## src/rtl/cxm_pkg.sv

```systemverilog
// Package of constants for the channel bus master cycle controller
package cxm_pkg;
	// Bus widths
	localparam int ADDR_W = 24;
	localparam int DATA_W = 32;
	localparam int BE_W = 4;
	// Cycle phase timing in nanoseconds, the figures are our own choice
	localparam int CLK_NS = 100;
	localparam int ADDR_SETUP_NS = 100;
	localparam int CMD_WIDTH_NS = 300;
	localparam int HOLD_NS = 100;
	// Least times round up to whole cycles, never below one
	localparam int ADDR_SETUP_CYC =
		(ADDR_SETUP_NS + CLK_NS - 1) / CLK_NS < 1 ? 1 :
		(ADDR_SETUP_NS + CLK_NS - 1) / CLK_NS;
	localparam int CMD_WIDTH_CYC =
		(CMD_WIDTH_NS + CLK_NS - 1) / CLK_NS < 1 ? 1 :
		(CMD_WIDTH_NS + CLK_NS - 1) / CLK_NS;
	localparam int HOLD_CYC =
		(HOLD_NS + CLK_NS - 1) / CLK_NS < 1 ? 1 :
		(HOLD_NS + CLK_NS - 1) / CLK_NS;
	localparam int CNT_W = 4;
	// Status line levels (active low) for a write and for a read
	localparam logic [1:0] STAT_IDLE = 2'h3;  // {b, a}
	localparam logic [1:0] STAT_WRITE = 2'h2; // line a low alone
	localparam logic [1:0] STAT_READ = 2'h1;  // line b low alone
	localparam logic [3:0] BE_ALL = 4'hf;
	localparam logic [7:0] LANE_ZERO = 8'h00;
	// Sequencer states, one-hot
	typedef enum logic [4:0] {
		ST_IDLE = 5'h01,
		ST_ADDR = 5'h02,
		ST_STAT = 5'h04,
		ST_CMD = 5'h08,
		ST_HOLD = 5'h10
	} cxm_state_type;
endpackage : cxm_pkg
```

## src/rtl/cxm_master.sv

```systemverilog
// Controlling master that runs read and write cycles on the channel bus
`timescale 1ns/10ps
`default_nettype none

// Notes on behaviour
// I/O write: master holds data through command
// I/O read: slave drives data inside command
// Memory write: master holds data through command
// Memory read: slave drives data inside command
// Writes: address valid before status line a
// Reads: address valid before status line b
// High lane enable with address bit 0; the code takes it from byte enables 1 and 3 instead
// 16-bit slaves decode lane enable, 8-bit don't
// Final count pulses within a DMA command
// 32-bit master holds translate inactive, drives enables
// Status pair plus memory select decode cycle
// Command trailing edge ends bus cycle
// Slave floats data except during reads
module cxm_master #(
	parameter int ADDR_W = cxm_pkg::ADDR_W,
	parameter int DATA_W = cxm_pkg::DATA_W,
	parameter int BE_W = cxm_pkg::BE_W
) (
	input wire logic clk,
	input wire logic rst,
	// User request side
	input wire logic reqValid,
	output logic reqReady,
	input wire logic reqWrite,
	input wire logic reqMemory,
	input wire logic reqLast,
	input wire logic [ADDR_W-1:0] reqAddr,
	input wire logic [DATA_W-1:0] reqData,
	input wire logic [BE_W-1:0] reqByteEn,
	output logic rspValid,
	output logic [DATA_W-1:0] rspData,
	// Channel pins
	output logic [ADDR_W-1:0] busAddr,
	output logic busAddrOe,
	output logic memIoSelect,
	output logic statusLineA_n,
	output logic statusLineB_n,
	output logic command_n,
	output logic highByteLaneEnable_n,
	output logic [BE_W-1:0] byteEnable_n,
	output logic byteEnableTranslateSelect_n,
	output logic dmaFinalCountPulse_n,
	output logic [DATA_W-1:0] dataOut,
	output logic dataOe,
	input wire logic [DATA_W-1:0] dataIn
);

	// ------------------------------------------------------------
	// Parameter checks
	// ------------------------------------------------------------
	// The lane logic is written for a 32-bit data path with four
	// enables; other widths would need a lane steering stage
	if (DATA_W != cxm_pkg::DATA_W || BE_W != cxm_pkg::BE_W ||
		ADDR_W < 2) begin : g_badWidth
		$error("cxm_master: unsupported bus widths");
	end
	// Each phase count must fit the down-counter or a phase is cut short
	if (cxm_pkg::ADDR_SETUP_CYC > (1 << cxm_pkg::CNT_W) ||
		cxm_pkg::CMD_WIDTH_CYC > (1 << cxm_pkg::CNT_W) ||
		cxm_pkg::HOLD_CYC > (1 << cxm_pkg::CNT_W)) begin : g_badCount
		$error("cxm_master: phase count too wide for counter");
	end

	// ------------------------------------------------------------
	// Data pin synchroniser
	// ------------------------------------------------------------
	// Slave data arrives unclocked; two stages before sampling
	// The word is taken from the second stage with no check that it stood still,
	// so bits that skew across the first stage can still mix two values
	logic [DATA_W-1:0] dataSync1;
	logic [DATA_W-1:0] dataSync2;
	always_ff @(posedge clk) begin
		dataSync1 <= dataIn;
		dataSync2 <= dataSync1;
	end

	// ------------------------------------------------------------
	// Sequencer
	// ------------------------------------------------------------
	cxm_pkg::cxm_state_type state;
	cxm_pkg::cxm_state_type next_state;
	logic [cxm_pkg::CNT_W-1:0] count;
	logic [cxm_pkg::CNT_W-1:0] next_count;
	logic curWrite;
	logic curMemory;
	logic curLast;
	logic [ADDR_W-1:0] curAddr;
	logic [DATA_W-1:0] curData;
	logic [BE_W-1:0] curByteEn;

	wire logic isIdle = (state == cxm_pkg::ST_IDLE);
	wire logic accept = isIdle && reqValid;
	wire logic countDone = (count == '0);
	// Sample late in the command so slave data has settled across sync
	wire logic sampleNow = (state == cxm_pkg::ST_CMD) && countDone &&
		!curWrite;

	// One cycle walks address, status, command and hold phases; the
	// counter only runs down inside a phase and sits at zero elsewhere
	// Next-state choice and phase counts
	always_comb begin
		next_state = state;
		next_count = countDone ? count : count - 1'b1;
		case (state)
			cxm_pkg::ST_IDLE: begin
				if (reqValid) begin
					next_state = cxm_pkg::ST_ADDR;
					next_count = cxm_pkg::CNT_W'(cxm_pkg::ADDR_SETUP_CYC - 1);
				end
			end
			cxm_pkg::ST_ADDR: begin
				// Address settles before any status line falls
				if (countDone) begin
					next_state = cxm_pkg::ST_STAT;
					next_count = '0;
				end
			end
			cxm_pkg::ST_STAT: begin
				next_state = cxm_pkg::ST_CMD;
				next_count = cxm_pkg::CNT_W'(cxm_pkg::CMD_WIDTH_CYC - 1);
			end
			cxm_pkg::ST_CMD: begin
				if (countDone) begin
					next_state = cxm_pkg::ST_HOLD;
					next_count = cxm_pkg::CNT_W'(cxm_pkg::HOLD_CYC - 1);
				end
			end
			cxm_pkg::ST_HOLD: begin
				// Command has risen: cycle over, data still held one phase
				if (countDone) begin
					next_state = cxm_pkg::ST_IDLE;
					next_count = '0;
				end
			end
			default: begin
				next_state = cxm_pkg::ST_IDLE;
				next_count = '0;
			end
		endcase
	end

	// State register
	always_ff @(posedge clk) begin
		if (rst) begin
			state <= cxm_pkg::ST_IDLE;
			count <= '0;
		end else begin
			state <= next_state;
			count <= next_count;
		end
	end

	// Request capture; held steady for the whole cycle
	// Pins come from these copies, never straight from the request side
	always_ff @(posedge clk) begin
		if (rst) begin
			curWrite <= 1'b0;
			curMemory <= 1'b0;
			curLast <= 1'b0;
			curAddr <= '0;
			curData <= '0;
			curByteEn <= '0;
		end else if (accept) begin
			curWrite <= reqWrite;
			curMemory <= reqMemory;
			curLast <= reqLast;
			curAddr <= reqAddr;
			curData <= reqData;
			curByteEn <= reqByteEn;
		end
	end

	// Read data return
	// rspData holds until the next read so a slow user can still take it
	always_ff @(posedge clk) begin
		if (rst) begin
			rspValid <= 1'b0;
			rspData <= '0;
		end else begin
			rspValid <= sampleNow;
			if (sampleNow)
				rspData <= dataSync2;
		end
	end

	// ------------------------------------------------------------
	// Pin decode
	// ------------------------------------------------------------
	wire logic inCycle = !isIdle;
	wire logic statusOn = (state == cxm_pkg::ST_STAT) ||
		(state == cxm_pkg::ST_CMD);
	wire logic cmdOn = (state == cxm_pkg::ST_CMD);
	wire logic [1:0] statusCode = !statusOn ? cxm_pkg::STAT_IDLE :
		(curWrite ? cxm_pkg::STAT_WRITE : cxm_pkg::STAT_READ);
	// Upper lane when any of bytes 1 or 3 is wanted
	// Address bit 0 already travels on the bus for narrow slaves; the
	// enables say which lanes carry data, so bit 0 is not read here
	wire logic highLane = curByteEn[1] || curByteEn[3];

	assign reqReady = isIdle;
	assign busAddr = curAddr;
	assign busAddrOe = inCycle;
	assign memIoSelect = curMemory;
	assign statusLineA_n = statusCode[0];
	assign statusLineB_n = statusCode[1];
	assign command_n = !cmdOn;
	assign highByteLaneEnable_n = !(inCycle && highLane);
	// We act as a 32-bit master: translator stays off, we own enables
	// Enables rest high between cycles so no lane looks selected
	assign byteEnableTranslateSelect_n = 1'b1;
	assign byteEnable_n = inCycle ? ~curByteEn : cxm_pkg::BE_ALL;
	assign dmaFinalCountPulse_n = !(cmdOn && curLast);
	// Write data from address phase through hold, floated for reads
	assign dataOut = curData;
	assign dataOe = inCycle && curWrite;

endmodule : cxm_master
`default_nettype wire

```

## config.mk

```make
export PLATFORM = sky130hd
export DESIGN_NAME = cxm_master
export DESIGN_NICKNAME = d
export VERILOG_FILES = /design/src/rtl/cxm_pkg.sv /design/src/rtl/cxm_master.sv
export SDC_FILE = /design/constraint.sdc
export NUM_CORES = 1
export LEC_CHECK = 0
export BUFFER_PORTS_ARGS = -buffer_cell sky130_fd_sc_hd__buf_2
export CAP_MARGIN = 25
export CORE_MARGIN = 1
export CORE_UTILIZATION = 35
export DETAILED_ROUTE_END_ITERATION = 16
export GPL_ROUTABILITY_DRIVEN = 0
export HOLD_SLACK_MARGIN = 0.02
export RECOVER_POWER = 50
export SLEW_MARGIN = 40
export SYNTH_ARGS = -nofsm -noshare
export SYNTH_HDL_FRONTEND = slang
export SYNTH_SLANG_ARGS = --single-unit
```

## constraint.sdc

```tcl
create_clock -name clk -period 1.6 [get_ports clk]
set_input_delay 0.08 -clock clk [delete_from_list [all_inputs] [get_ports clk]]
set_output_delay 0.08 -clock clk [all_outputs]
set_load 0.05 [all_outputs]
```

# ---- Word level (Yosys, flattened, before mapping)
# Cells that the tools add are included.
dict set report word_totals {
  regBits 169
  input_bits 98
  out_inout_bits 103
  word_cells 51
}
dict set report op_classes {
  n_addsub 1
  eq_ne 9
  n_mux 12
  bitwise_logic 1
  n_reduce_logical 16
}
# cell n
set op_table {}
lappend op_table {{$pmux 5 s5} 1}
lappend op_table {{$mux 5} 4}
lappend op_table {{$mux 4} 4}
lappend op_table {{$pmux 4 s3} 1}
lappend op_table {{$ne 2x2->1 const B} 4}
lappend op_table {{$logic_and 1x1->1} 6}
lappend op_table {{$eq 5x1->1 const B} 1}
lappend op_table {{$eq 5x2->1 const B} 1}
lappend op_table {{$eq 5x3->1 const B} 1}
lappend op_table {{$eq 5x4->1 const B} 1}
lappend op_table {{$eq 5x5->1 const B} 1}
lappend op_table {{$logic_not 1->1} 5}
lappend op_table {{$logic_not 4->1} 1}
lappend op_table {{$mux 2} 2}
lappend op_table {{$not 4->4} 1}
lappend op_table {{$reduce_and 4->1} 1}
lappend op_table {{$sub 4x1->4 const B} 1}
lappend op_table {{$reduce_or 3->1} 1}
lappend op_table {{$logic_or 1x1->1} 2}

# ---- Depth between registers and ports, before layout
dict set report depth {
  ltp_word 4
  mapped_depth 8
  ltp_nobuf 7
}

# ---- Worst setup path after synthesis
# OpenSTA, ideal clock, no wires.
dict set report synth_timing {
  kind {register to output}
  startpoint {register state[4]}
  endpoint {output port highByteLaneEnable_n}
  arrival_time_ps 1870
  path_slack_ps -350
  path_stages_with_launch 4
  n_path_buf 0
  path_cell_list {dfxtp_1 and2b_1 nand2_1 o21ai_0}
}
dict set report synth_between {
  elab_chain_len 4
}
# item line
set synth_rtl {}
lappend synth_rtl {{start, declared} cxm_master.sv:85} ;# cxm_pkg::cxm_state_type state;
lappend synth_rtl {{start signal, assigned} cxm_master.sv:150} ;# state <= cxm_pkg::ST_IDLE;
lappend synth_rtl {{start signal, assigned} cxm_master.sv:153} ;# state <= next_state;
lappend synth_rtl {{$eq 5x1->1} cxm_master.sv:96} ;# wire logic isIdle = (state == cxm_pkg::ST_IDLE);
lappend synth_rtl {{$logic_not 1->1} cxm_master.sv:194} ;# wire logic inCycle = !isIdle;
lappend synth_rtl {{via busAddrOe} cxm_master.sv:39} ;# output logic busAddrOe,
lappend synth_rtl {{$logic_and 1x1->1} cxm_master.sv:212} ;# assign highByteLaneEnable_n = !(inCycle && highLane);
lappend synth_rtl {{$logic_not 1->1} cxm_master.sv:212}
lappend synth_rtl {{end, declared} cxm_master.sv:44} ;# output logic highByteLaneEnable_n,
# The timed path passes the listed nets, and every way through them passes these cells.

# ---- Worst setup path after layout
dict set report layout_timing {
  startpoint {register state[4]}
  endpoint {output port dataOe}
}
dict set report layout_between {
  elab_chain_len 3
}
# item line
set layout_rtl {}
lappend layout_rtl {{$eq 5x1->1} cxm_master.sv:96}
lappend layout_rtl {{$logic_not 1->1} cxm_master.sv:194}
lappend layout_rtl {{$logic_and 1x1->1} cxm_master.sv:220} ;# assign dataOe = inCycle && curWrite;
lappend layout_rtl {{end, declared} cxm_master.sv:49} ;# output logic dataOe,
# Every way passes these cells.

==> flow_summary.yaml <==
status:
  status: "finished, violations left"
  violations: "setup timing"
floorplanning:
  start_util_pct: 35.9
  io_pins: 201
  die-area_um2: 15500
  die_h_um: 124
  fp.coreArea_um2: 14600
  fp.dieW_um: 124
  rows: 44
sta:
  tightest_slew_ns: 0.638
  clock.fmax_mhz: 615
  fin_crit_sh_pct: 102
  rsz0062_at_grt: "true"
  max_slew_margin_pct: 57.6
  holdWs_ns: 0.141
  worst_slack_ns: -0.0265
  final_max_slew_viol_count: 0
  layout_min_cycle_time_ns: 1.63
  fin_setup_tns_ns: -0.106
  fin_worst_skew_ns: 0.00654
  finalHoldViolCount: 0
  setup_viol: 15
worst_setup_path:
  start_kind: "flop"
  worstPathCellList: "and2b_2, nand2_4, and2_4, buf_6"
  slowest_delay_ns: 0.40
  path_class: "flop to output port"
  cp_top_family: "simple AND/OR/NAND/NOR gates"
  arrival_ns: 1.55
  cp_slowest_cell: "dfxtp_4"
  cp.required_ns: 1.52
  crit_buf_inv: 1
  setup.worst_path.end_class: "output port"
  crit_fanout: 8
layout:
  antenna_cells: 0
  nNetsFinal: 936
  n_fill_cell: 1222
  drive_gt1_share_pct: 29.4
  finalCoreUtilization_pct: 57.7
  stdcell_count: 1032
  final_cell_mix: "163 x dfxtp_1, 143 x buf_2, 130 x nand2_1"
  final_common_cell: "dfxtp_1"
  area_growth_pct: 60.7
detailed_routing:
  wirelength_um: 14900
  via_per_inst: 4.65
  ant_nets: 0
  wl_per_cell_um: 14.5
  drt_first_pass_iters: 4
  drc: 0
  drt_first_iter_violations: 212
  vias: 4800
synth:
  synth_area_um2: 5240
  ys_seq_elements: 169
  syn_inst: 520
  postSynthAreaPerCell_um2: 10.1
  synth.distinct_cells: 36
  synth.area.top_cells: "dfxtp_1 65%, nand2_1 9.6%, a21oi_1 6.4%, mux2i_1 6.1%, nor2_1 2.8%"
  yosys.area.top_type: "dfxtp_1"
  netlist.area_leader.share_pct: 64.6
  synth_nets: 620
  seq_area_frac_synth_pct: 64.6
  yosys_warnings: 0
flow_run:
  maxCapViolations: 0
global_route:
  grt-ovfl-total: 0
  first_global_vias: 4642
  grt_usage_pct: 18.1
  antenna_found_initial: 0
  grt_start_max_net_pins: 61
  grt_pass1_wl_um: 22200
cts:
  cts.sinks: 169
  cts_tree: "yes"
  clkSlewWorstSetupHoldPaths_ns: 0.06
  clock_latency_ns: 0.42
  cts_root_buf: "clkbuf_16"
  cts_buffers: 17
  h-tree-depth: 4
  cts_buffer_depth: 2
power:
  ir_worst_vdd_v: 0.000904
  p_total_mw: 10.3
  p_leak_nw: 3.89
  power_density_nw_per_um2: 1220
hold_path:
  hp-class: "input pin to flop"
place:
  portBuffers: 199
  post-dp-hpwl_um: 8420
  dp.cells: 884
-- layer usage --
metal	vias to the layer above	track usage (%)	routed length, um
met1	2208	21.2	6410
met2	238	30.2	7010
met3	30	5.54	1080
met4	0	8.50	427
li1	2324	-	-
met5	-	0	0
-- timing repair --
action | CTS | global route
setup endpoints to repair | 42 | 109
buffers inserted | 8 | 3
gates resized for setup | 37 | 24
endpoints found under the hold margin | 97 | 0
hold buffers | 96 | 0
cloned | 3 | 7
pin swaps | 3 | 7
-- metrics by stage --
stage | cell area, um2 | setup slack (ns)
floorplan | 5250 | 0.0375
global placement | 6420 | 0.0264
detailed placement | 6420 | -0.0347
CTS | 8210 | -0.0420
global route | 8420 | -0.100
finish | 8420 | -0.0265
-- logic make-up after synthesis --
family	share of synthesized area (%)
mux	6.11
buf+inv	4.03
fa+ha+maj	0.477
other cells	0.0715
compound gates	7.97
xor+xnor	0.669
flops	64.5
simple gates	16.1
-- path summary, 6_finish.rpt --
check,startpoint,endpoint,slack [ns],depth (start not counted)
setup / recovery,state[4]$_SDFFE_PP0P_,dataOe,-0.03,4
hold / removal,reqValid,state[1]$_SDFFE_PP0P_,0.14,4
setup reg to reg,state[4]$_SDFFE_PP0P_,rspData[4]$_SDFFE_PP0P_,-0.01,7
hold reg to reg,dataSync1[13]$_DFF_P_,dataSync2[13]$_DFF_P_,0.33,0
-- area by class of cell --
cell class              count  area (um2)  share of cell area (%)
inverters                   4        15.0                   0.178
clock inverters            12         163                    1.93
repair buffers            328        2420                    28.7
multi-input cells         316        1740                    20.7
clock buffers              19         453                    5.38
flip-flops and latches    169        3400                    40.4
well taps                 184         230                    2.73
-- worst reg2reg max path: cells and delay by family (launching register included) --
family,cells,cell delay [ns]
DFF,1,0.38
buffers and inverters,3,0.50
muxes,1,0.15
and+or+nand+nor,3,0.46
-- power breakdown --
group / internal (mW) / switching [mW]
clock: 2.55 / 1.65
sequential: 4.42 / 0.101
combinational: 0.603 / 0.962
total: 7.57 / 2.71
-- synth_stat cells, drive strengths merged --
library cell / n
nand3: 6
buf: 21
and2: 1
nor3b: 2
xnor2: 2
o211ai: 1
dfxtp: 169
mux2i: 32
nand4b: 1
a31o: 1
nand2: 134
and3: 1
o21ai: 5
clkbuf: 11
conb: 1
a21oi: 67
a31oi: 1
a311o: 1
or4: 1
o211a: 1
inv: 4
a2111oi: 1
and2b: 1
and3b: 2
nand2b: 3
xor2: 2
nor3: 4
nor2: 39
ha: 2
nor4: 1
nand3b: 2
-- state kept, by name (all words and copies together), names as in the netlist --
| register | flops |
|---|---|
| curByteEn | 4 |
| state | 5 |
| dataSync1 | 32 |
| rspData | 32 |
| busAddr | 24 |
| curWrite | 1 |
| count | 4 |
| dataSync2 | 32 |
| curLast | 1 |
| memIoSelect | 1 |
| rspValid | 1 |
| dataOut | 32 |
No activity file was read; power rests on OpenSTA's default activity.
